**config.mk**
```make
export PLATFORM = sky130hd
export DESIGN_NAME = lrbt_timing
export DESIGN_NICKNAME = d
export VERILOG_FILES = /design/src/hdl/lrbt_ticker.v /design/src/hdl/lrbt_timing.v
export VERILOG_INCLUDE_DIRS = /design/src /design/src/hdl
export SDC_FILE = /design/constraint.sdc
export NUM_CORES = 1
export LEC_CHECK = 0
export BUFFER_PORTS_ARGS = -buffer_cell sky130_fd_sc_hd__buf_2
export CORE_MARGIN = 4
export CORE_UTILIZATION = 60
export DETAILED_ROUTE_END_ITERATION = 16
export GPL_ROUTABILITY_DRIVEN = 0
export GPL_TIMING_DRIVEN = 0
export PLACE_DENSITY_LB_ADDON = 0.08
export SYNTH_ARGS = -nofsm -noshare
export SYNTH_HDL_FRONTEND = slang
export SYNTH_HIERARCHICAL = 1
export SYNTH_SLANG_ARGS = --single-unit
```
**constraint.sdc**
```tcl
create_clock -name clk -period 6.4 [get_ports clk]
set_input_delay 0.64 -clock clk [delete_from_list [all_inputs] [get_ports clk]]
set_output_delay 0.64 -clock clk [all_outputs]
set_load 0.05 [all_outputs]
```
**src/hdl/lrbt_regs.vh**
```
// Register map, field layout and reset values of the refresh and blink timing block.
// Included by the lrbt_timing module only; definitions only.
`ifndef LRBT_REGS_VH
`define LRBT_REGS_VH

`define LRBT_ADDR_BLINK_MASK   8'h9E
`define LRBT_ADDR_TOGGLE_DIV   8'h9F
`define LRBT_ADDR_PRESC_LOW    8'hA9
`define LRBT_ADDR_PRESC_HIGH   8'hAA

`define LRBT_RST_BYTE          8'h00
`define LRBT_ZERO_BYTE         8'h00
`define LRBT_PRESC_HI_W        2
`define LRBT_TOGGLE_CODE_W     4
`define LRBT_PRESC_HI_PAD      6'h00
`define LRBT_TOGGLE_PAD        4'h0

// Toggle divider codes
`define LRBT_TOGGLE_CODE_MIN   4'h2
`define LRBT_TOGGLE_CODE_MAX   4'hC
`define LRBT_TOGGLE_CODE_STEP  4'h1

// Blinkable segment masks per mux mode, two segments per common line
`define LRBT_SEG_LIM_STATIC    8'h03
`define LRBT_SEG_LIM_2         8'h0F
`define LRBT_SEG_LIM_3         8'h3F
`define LRBT_SEG_LIM_4         8'hFF

// Lcd clock divider: one rtc edge per step, shifted by the select
`define LRBT_LCD_DIV_ONE       3'h1

// Multiplex mode encodings
`define LRBT_MUX_STATIC        2'h0
`define LRBT_MUX_2             2'h1
`define LRBT_MUX_3             2'h2
`define LRBT_MUX_4             2'h3

`endif

```
**src/hdl/lrbt_ticker.v**
```verilog
// Programmable period counter: pulses once every (limit+1) enable cycles.
// Assumes en is a one-cycle strobe on clk; limit may change at any time.
`timescale 1ns/1ps

module lrbt_ticker #(
    parameter W = 11
) (
    input  wire         clk,
    input  wire         nrst,
    input  wire         en,
    input  wire [W-1:0] limit,
    output reg          pulse_r
);
    reg [W-1:0] cnt_r;

    always @(posedge clk or negedge nrst) begin
        if (!nrst) begin
            cnt_r   <= {W{1'b0}};
            pulse_r <= 1'b0;
        end else begin
            pulse_r <= 1'b0;
            if (en) begin
                // Compare with >= so a lowered limit never strands the count
                if (cnt_r >= limit) begin
                    cnt_r   <= {W{1'b0}};
                    pulse_r <= 1'b1;
                end else begin
                    cnt_r <= cnt_r + {{(W-1){1'b0}}, 1'b1};
                end
            end
        end
    end
endmodule // lrbt_ticker

```
**src/hdl/lrbt_timing.v**
```verilog
// LCD refresh and blink timing: prescaler, toggle divider, blink mask and SFR access.
// Assumes a byte-wide SFR port on clk, and the real-time clock arriving unsynchronised.
`timescale 1ns/1ps
`include "lrbt_regs.vh"

module lrbt_timing #(
    parameter DIV_W = 11
) (
    input  wire       clk,
    input  wire       nrst,
    input  wire [7:0] sfr_addr,
    input  wire       sfr_wr,
    input  wire [7:0] sfr_wdata,
    input  wire       sfr_rd,
    output reg  [7:0] sfr_rdata_r,
    input  wire       rtc_clk,
    input  wire [1:0] lcd_clk_div_sel,
    input  wire [1:0] mux_mode,
    input  wire [7:0] first_segment_data_reg,
    output reg  [7:0] seg_data_out_r,
    output reg  [7:0] blink_active_r,
    output reg        blink_phase_r,
    output reg        refresh_tick_r,
    output reg        lcd_clk_tick_r
);
    reg  [7:0]                     blink_segment_mask_r;
    reg  [`LRBT_TOGGLE_CODE_W-1:0] toggle_divider_code_r;
    reg  [7:0]                     refresh_prescaler_low_r;
    reg  [`LRBT_PRESC_HI_W-1:0]    refresh_prescaler_high_r;
    reg                            rtc_meta_r;
    reg                            rtc_sync_r;
    reg                            rtc_prev_r;
    wire [9:0]                     refresh_divisor_value;
    wire                           rtc_rise;
    wire                           lcd_tick;
    wire                           phase_tick;
    wire                           refresh_tick;
    wire                           toggle_tick;
    reg  [7:0]                     rd_nxt;
    wire [2:0]                     lcd_div_limit;
    wire [DIV_W-1:0]               phase_limit;
    wire [2:0]                     refresh_limit;
    wire [DIV_W-1:0]               toggle_limit_w;

    // Divisor minus one for a toggle code; reserved codes are clamped to the nearest legal one
    function [DIV_W-1:0] toggle_limit;
        input [`LRBT_TOGGLE_CODE_W-1:0] code;
        reg   [`LRBT_TOGGLE_CODE_W-1:0] c;
        reg   [DIV_W:0]                 span;
        begin
            c = code;
            if (c < `LRBT_TOGGLE_CODE_MIN)
                c = `LRBT_TOGGLE_CODE_MIN;
            if (c > `LRBT_TOGGLE_CODE_MAX)
                c = `LRBT_TOGGLE_CODE_MAX;
            // Code n divides by 2^(n-1); the spare top bit keeps 2048 from wrapping
            span = {{DIV_W{1'b0}}, 1'b1} << (c - `LRBT_TOGGLE_CODE_STEP);
            span = span - {{DIV_W{1'b0}}, 1'b1};
            toggle_limit = span[DIV_W-1:0];
        end
    endfunction

    // Mask of segments that may blink for a mux mode: two per common line
    function [7:0] mux_seg_limit;
        input [1:0] mode;
        begin
            case (mode)
                `LRBT_MUX_STATIC: mux_seg_limit = `LRBT_SEG_LIM_STATIC;
                `LRBT_MUX_2:      mux_seg_limit = `LRBT_SEG_LIM_2;
                `LRBT_MUX_3:      mux_seg_limit = `LRBT_SEG_LIM_3;
                default:          mux_seg_limit = `LRBT_SEG_LIM_4;
            endcase
        end
    endfunction

    assign refresh_divisor_value = {refresh_prescaler_high_r, refresh_prescaler_low_r};

    // Counter limits; each ticker counts limit+1 enables per pulse
    assign lcd_div_limit  = (`LRBT_LCD_DIV_ONE << lcd_clk_div_sel) - `LRBT_LCD_DIV_ONE;
    assign phase_limit    = {refresh_divisor_value, 1'b1};
    assign refresh_limit  = {mux_mode, 1'b1};
    assign toggle_limit_w = toggle_limit(toggle_divider_code_r);

    // Register writes
    always @(posedge clk or negedge nrst) begin
        if (!nrst) begin
            blink_segment_mask_r     <= `LRBT_RST_BYTE;
            toggle_divider_code_r    <= `LRBT_TOGGLE_PAD;
            refresh_prescaler_low_r  <= `LRBT_RST_BYTE;
            refresh_prescaler_high_r <= {`LRBT_PRESC_HI_W{1'b0}};
        end else if (sfr_wr) begin
            // Each prescaler byte takes effect alone; the phase divider sees a mixed value briefly
            case (sfr_addr)
                `LRBT_ADDR_BLINK_MASK: begin
                    blink_segment_mask_r <= sfr_wdata;
                end
                `LRBT_ADDR_TOGGLE_DIV: begin
                    toggle_divider_code_r <= sfr_wdata[`LRBT_TOGGLE_CODE_W-1:0];
                end
                `LRBT_ADDR_PRESC_LOW: begin
                    refresh_prescaler_low_r <= sfr_wdata;
                end
                `LRBT_ADDR_PRESC_HIGH: begin
                    refresh_prescaler_high_r <= sfr_wdata[`LRBT_PRESC_HI_W-1:0];
                end
                default: ;
            endcase
        end
    end

    // Register reads; unmapped addresses read zero
    always @* begin
        case (sfr_addr)
            `LRBT_ADDR_BLINK_MASK: rd_nxt = blink_segment_mask_r;
            `LRBT_ADDR_TOGGLE_DIV: rd_nxt = {`LRBT_TOGGLE_PAD, toggle_divider_code_r};
            `LRBT_ADDR_PRESC_LOW:  rd_nxt = refresh_prescaler_low_r;
            `LRBT_ADDR_PRESC_HIGH: rd_nxt = {`LRBT_PRESC_HI_PAD, refresh_prescaler_high_r};
            default:               rd_nxt = `LRBT_ZERO_BYTE;
        endcase
    end

    always @(posedge clk or negedge nrst) begin
        if (!nrst)
            sfr_rdata_r <= `LRBT_ZERO_BYTE;
        else if (sfr_rd)
            sfr_rdata_r <= rd_nxt;
    end

    // Real-time clock edges; the first stage feeds only the second
    always @(posedge clk or negedge nrst) begin
        if (!nrst) begin
            rtc_meta_r <= 1'b0;
            rtc_sync_r <= 1'b0;
            rtc_prev_r <= 1'b0;
        end else begin
            rtc_meta_r <= rtc_clk;
            rtc_sync_r <= rtc_meta_r;
            rtc_prev_r <= rtc_sync_r;
        end
    end
    assign rtc_rise = rtc_sync_r & ~rtc_prev_r;

    // Lcd clock: real-time clock divided by 1, 2, 4 or 8
    lrbt_ticker #(.W(3)) u_lcd_clk (
        .clk     (clk),
        .nrst    (nrst),
        .en      (rtc_rise),
        .limit   (lcd_div_limit),
        .pulse_r (lcd_tick)
    );

    // Phase tick every 2*(div+1) lcd clocks: refresh*mux*2 rate
    lrbt_ticker #(.W(DIV_W)) u_phase (
        .clk     (clk),
        .nrst    (nrst),
        .en      (lcd_tick),
        .limit   (phase_limit),
        .pulse_r (phase_tick)
    );

    // Refresh every 2*mux phase ticks, giving 4*mux*(div+1) lcd clocks
    lrbt_ticker #(.W(3)) u_refresh (
        .clk     (clk),
        .nrst    (nrst),
        .en      (phase_tick),
        .limit   (refresh_limit),
        .pulse_r (refresh_tick)
    );

    // Toggle event every divider phase ticks
    lrbt_ticker #(.W(DIV_W)) u_toggle (
        .clk     (clk),
        .nrst    (nrst),
        .en      (phase_tick),
        .limit   (toggle_limit_w),
        .pulse_r (toggle_tick)
    );

    // Blink phase and segment gating; runs with no software involvement
    always @(posedge clk or negedge nrst) begin
        if (!nrst) begin
            blink_phase_r  <= 1'b0;
            blink_active_r <= `LRBT_ZERO_BYTE;
            seg_data_out_r <= `LRBT_ZERO_BYTE;
        end else begin
            if (toggle_tick)
                blink_phase_r <= ~blink_phase_r;
            blink_active_r <= blink_segment_mask_r & mux_seg_limit(mux_mode);
            seg_data_out_r <= first_segment_data_reg &
                              ~(blink_active_r & {8{blink_phase_r}});
        end
    end

    // Tick outputs re-timed so the driver sees clean one-cycle pulses from flip-flops
    always @(posedge clk or negedge nrst) begin
        if (!nrst) begin
            refresh_tick_r <= 1'b0;
            lcd_clk_tick_r <= 1'b0;
        end else begin
            refresh_tick_r <= refresh_tick;
            lcd_clk_tick_r <= lcd_tick;
        end
    end
endmodule // lrbt_timing

```
## After elaboration in Yosys (flattened, before gate mapping)

Cells that the tools add are included.

- Flip-flop bits (word level): 84
- Input bits: 33
- Output and inout port bits: 27

- $add $sub $neg: 7
- $lt $le $gt $ge: 6
- Equal/unequal tests: 6
- Shift operators: 2
- Multiplexer cells: 16
- Bitwise operators: 7
- Reductions and logical operators: 5

Operator list:

| operator | count |
|---|---|
| 8-bit == test (second input constant) | 4 |
| 8-bit one-hot mux with 4 select lines | 1 |
| 8-bit AND | 3 |
| 8-bit one-hot mux with 3 select lines | 1 |
| 11-bit by 1-bit adder with 11-bit output (second input constant) | 2 |
| 11-bit greater-or-equal comparator | 2 |
| 11-bit two-way mux | 2 |
| 1-bit by 4-bit left shift with 11-bit output (first input constant) | 1 |
| 11-bit by 1-bit subtractor with 11-bit output (second input constant) | 1 |
| 1-bit two-way mux | 8 |
| 4-bit two-way mux | 2 |
| 8-bit inverter | 1 |
| 2-bit AND reduction | 4 |
| 3-bit by 1-bit adder with 3-bit output (second input constant) | 2 |
| 3-bit greater-or-equal comparator | 2 |
| 3-bit two-way mux | 2 |
| 4-bit greater-than comparator (second input constant) | 1 |
| 4-bit by 2-bit < comparator with 1-bit output (second input constant) | 1 |
| 4-bit by 1-bit subtractor with 4-bit output (second input constant) | 1 |
| 1-bit by 2-bit left shift with 3-bit output (first input constant) | 1 |
| 3-bit by 1-bit subtractor with 3-bit output (second input constant) | 1 |
| 2-bit by 1-bit == test with 1-bit output (second input constant) | 1 |
| 2-bit == test (second input constant) | 1 |
| 2-bit zero test | 1 |
| 2 further kinds | 3 |

## Longest topological paths before layout

- Word-level depth: 10
- Depth in mapped cells: 16

## Hierarchy

Netlist, hierarchy kept.

Modules (own cells, without submodules):

| module | instances | cells an instance | area each (sq um) |
|---|---|---|---|
| lrbt_timing | 1 | 177 | 2333.5 |
| lrbt_ticker at u_phase ... | 2 | 95 | 908.4 |
| lrbt_ticker at u_lcd_clk ... | 2 | 25 | 255.2 |

## Worst setup path before layout

OpenSTA, ideal clock, no wires.

- Path kind: register to register
- Start: reg toggle_divider_code_r[1]
- End: reg u_toggle.cnt_r[8]
- Setup time: 0.073 ns
- Arrival time: 3.315 ns
- Setup slack: 3.012 ns
- Stages on the path, launching flop included: 17
- Buffers on the path: 3
- Cell sequence: dfrtp_1 -> clkbuf_1 -> and2_1 -> or3_1 -> ha_1 -> buf_1 -> nor4b_1 -> a21oi_1 -> o21ai_0 -> inv_1 -> ha_1 -> a21oi_1 -> nor3_1 -> or3_4 -> or3_4 -> buf_6 -> a21oi_2

- Cells in the longest elaborated chain, start to end: 9

Ends and longest elaborated chain:

| what | RTL line | RTL |
|---|---|---|
| start, declared | lrbt_timing.v:27 | `` reg [`LRBT_TOGGLE_CODE_W-1:0] toggle_divider_code_r; `` |
| start signal, assigned | lrbt_timing.v:88 | `` toggle_divider_code_r <= `LRBT_TOGGLE_PAD; `` |
| start signal, assigned | lrbt_timing.v:98 | `` toggle_divider_code_r <= sfr_wdata[`LRBT_TOGGLE_CODE_W-1:0]; `` |
| 4-bit by 2-bit < comparator with 1-bit output (no source line) | - |  |
| 4-bit two-way mux (*) | lrbt_timing.v:52 | `` if (c < `LRBT_TOGGLE_CODE_MIN) `` |
| 4-bit greater-than comparator (no source line) | - |  |
| 4-bit two-way mux (*) | lrbt_timing.v:54 | `` if (c > `LRBT_TOGGLE_CODE_MAX) `` |
| 4-bit by 1-bit subtractor with 4-bit output (no source line) (*) | - |  |
| 1-bit by 4-bit left shift with 11-bit output (*) | lrbt_timing.v:57 | `` span = {{DIV_W{1'b0}}, 1'b1} << (c - `LRBT_TOGGLE_CODE_STEP); `` |
| 11-bit by 1-bit subtractor with 11-bit output (*) | lrbt_timing.v:58 | `span = span - {{DIV_W{1'b0}}, 1'b1};` |
| named net toggle_limit_w[4] | lrbt_timing.v:43 | `wire [DIV_W-1:0] toggle_limit_w;` |
| 11-bit greater-or-equal comparator (*) | lrbt_ticker.v:24 | `if (cnt_r >= limit) begin` |
| 11-bit two-way mux (*) | lrbt_ticker.v:24 |  |
| end signal, assigned | lrbt_ticker.v:18 | `cnt_r <= {W{1'b0}};` |
| end signal, assigned | lrbt_ticker.v:25 | `cnt_r <= {W{1'b0}};` |
| end signal, assigned | lrbt_ticker.v:28 | `cnt_r <= cnt_r + {{(W-1){1'b0}}, 1'b1};` |
| end, declared | lrbt_ticker.v:14 | `reg [W-1:0] cnt_r;` |

The timed path passes the listed nets; every way through them passes the cells marked *.
A chain may end at the register's enable or synchronous reset.

## Worst setup path in the final report

- Start: reg toggle_divider_code_r[1]
- End: reg u_toggle.cnt_r[9]

The elaborated chain is that of the path after synthesis.

==> impl_metrics.toml <==
[timing]
worst_pin_slew_ps = 647
finalMaxSlewViolations = 0
rsz0062_at_grt = "false"
hold_violations = 0
fin_tns_setup_ps = 0
fmaxAchievable_ghz = 0.261
period_needed_ps = 3830
slew_headroom = 0.565
final-setup-viol-count = 0
fin_hold_ws_ps = 193
skew_ps = 11.1
period_share = 0.598

[final_layout]
nets = 557
area_growth_pct = 14.1
layout_common_cells = "dfrtp_1, buf_2, inv_1, ha_1, nand2_1"
final_common_cell = "dfrtp_1"
n_fill_cell = 566
drive_gt1_frac = 0.302
diodes = 0

[yosys]
ys_top_cells_by_area = "dfrtp_1, ha_1, mux2_2, inv_1, a21oi_2"
yosysTopAreaCellShare = 0.451
synth-seq-cells = 84
netlist_area_um2 = 4660
ys_warn_count = 6
synth_edf_count = 0
yosysUniqueCellTypes = 63
ys_seq_area_frac = 0.451
synth_flop_cell = "dfrtp_1"
synthArstFlopShare = 1.00
yosysTopAreaCell = "dfrtp_1"
avgSynthCellArea_um2 = 11.2
synth_cells = 417

[setup_path]
setup.worst_path.start = "toggle_divider_code_r[1]"
r2r_setup_slack_ps = 2570
end_kind = "flop"
start_kind = "flop"
cp_max_fo = 10
r2r_start = "toggle_divider_code_r[1]"
r2r_end = "u_toggle/cnt_r[9]"
required_ps = 6680
criticalPathCategory = "flop to flop"
crit_path_end = "u_toggle/cnt_r[9]"
rr_worst_depth = 16
crit_arrival_ps = 4100

[global_route]
grt_use_total = 0.215
grt_antenna_before_repair = 0
use_met1 = 0.287
grt_max_degree = 58
gr-total-overflow = 0
grt_use_met3 = 0.0336
grt_first_pass_wirelength_um = 15300
grt_pass1_vias = 3255
busiest_layer = "met2"
use_met2 = 0.357

[clock_tree]
cts_setup_buffers = 0
postCtsResizedCells = 0
clk_pin_slew_ps = 90
clockBufferDepth = 2
hold_buffers = 0
numCtsBuffers = 9
cts_tree = "done"
cts.sink_count = 84
clock_latency_ps = 350
cts_htree_levels = 3
cts_root_buf = "clkbuf_8"

[detailed_routing]
drc = 0
vias = 3344
drtIter0Drc = 134
dr.pass1.iters = 4
routed_wl_um = 8890
via_per_inst = 5.62
avgRoutedWirePerCell_um = 14.9
postRouteAntennaNets = 0

[floorplanning]
die_h_um = 96.1
num_io_pins = 60
coreArea_um2 = 7410
start_util = 0.629
die_x_um = 96.1
die_area_um2 = 9240
rows = 31

[run_status]
outcome = "completed"

[placement]
dp_hpwl_um = 6790
portBuffers = 59

[power_and_ir_drop]
power_leakage_uw = 0.00255
peakVddDrop_mv = 0.200
power_density_nw_per_um2 = 361

[min_path]
worstHoldPathType = "input pin to asynchronous set/reset pin"

[run]
drv_cap = 0
-- stage by stage --
step | util | instance area (um^2) | power [uW] | setup slack, ps | cells
detailed placement | 0.691 | 5120 | 1550 | 2640 | 579
floorplan | - | 4670 | 1360 | 3010 | 420
CTS | 0.718 | 5320 | 1930 | 2610 | 595
finish | 0.718 | 5320 | 1920 | 2570 | 595
global route | 0.718 | 5320 | 2060 | 2300 | 595
global placement | 0.687 | 5090 | 1510 | 2760 | 578
-- worst max-delay path, stage by stage (launching register included) --
cell      delay [ps]
dfrtp_1          360
clkbuf_1         200
and2_1           230
or3_1            340
ha_1             200
buf_1            220
nor4b_1          310
a21oi_1           70
o21ai_0          190
inv_1             90
ha_1             310
a21oi_1          140
nor3_1            60
or3_4            340
or3_4            390
buf_6            170
a21oi_2          130
-- layout make-up --
type	count	area [um^2]	area share
clock inverter	6	70.1	0.0132
tap	99	124	0.0233
buffer	13	67.6	0.0127
clock buffer	10	128	0.0240
multi-input combinational	284	2360	0.443
inverter	39	146	0.0275
sequential	84	2100	0.395
timing repair buffer	60	325	0.0612
-- sequential cells by signal, summed over array words and instances, names as in the netlist, 2 cells and up --
| name | flops |
|---|---|
| u_phase/cnt_r | 11 |
| u_toggle/cnt_r | 11 |
| blink_active_r | 8 |
| blink_segment_mask_r | 8 |
| refresh_prescaler_low_r | 8 |
| seg_data_out_r | 8 |
| sfr_rdata_r | 8 |
| toggle_divider_code_r | 4 |
| u_lcd_clk/cnt_r | 3 |
| u_refresh/cnt_r | 3 |
| refresh_prescaler_high_r | 2 |
-- cells in the mapped netlist (all sizes together), types with 8 or more instances --
master / instances
inv: 39
dfrtp: 84
a21boi: 8
o2bb2ai: 11
ha: 33
nor3: 10
xor2: 8
nand2: 22
nand4: 9
nor2: 15
o21ai: 17
a21oi: 24
and2: 8
nand3: 9
mux2: 22
-- report_power, final --
part	total (uW)	internal (uW)	switching (uW)
sequential	725	623	102
clock	383	185	198
combinational	811	350	461
-- how the worst min path moves through the flow --
| stage | end | slack (ps) | cells after the start | startpoint |
|---|---|---|---|---|
| after floorplan | refresh_tick_r | 330 | 0 | u_refresh/pulse_r |
| final | seg_data_out_r[5] | 190 | 1 | nrst |
| after global placement | refresh_tick_r | 330 | 0 | u_refresh/pulse_r |
| after CTS | seg_data_out_r[5] | 200 | 1 | nrst |
| after detailed placement | refresh_tick_r | 330 | 0 | u_refresh/pulse_r |
| after global routing | seg_data_out_r[5] | 200 | 1 | nrst |
-- logic make-up (layout without fill, tap and decap cells) --
kind of cell	count (synthesis)	count (layout)	synth area share
AO/OA/AOI/OAI	93	93	0.158
XOR/XNOR	14	14	0.0263
adder cells (fa/ha/maj)	33	33	0.0886
buffers and inverters	52	128	0.0459
flip-flops	84	84	0.451
multiplexers	24	24	0.0639
other	1	4	0.000805
AND/OR/NAND/NOR	116	116	0.166
-- per-layer routing --
layer / share of wire / vias up / wire [um]
met5: 0 / - / 0
met4: 0.0090 / 0 / 80
met3: 0.048 / 6 / 427
met2: 0.49 / 60 / 4380
met1: 0.45 / 1642 / 4000
li1: - / 1636 / -
Power figures use the tool's default switching activity.
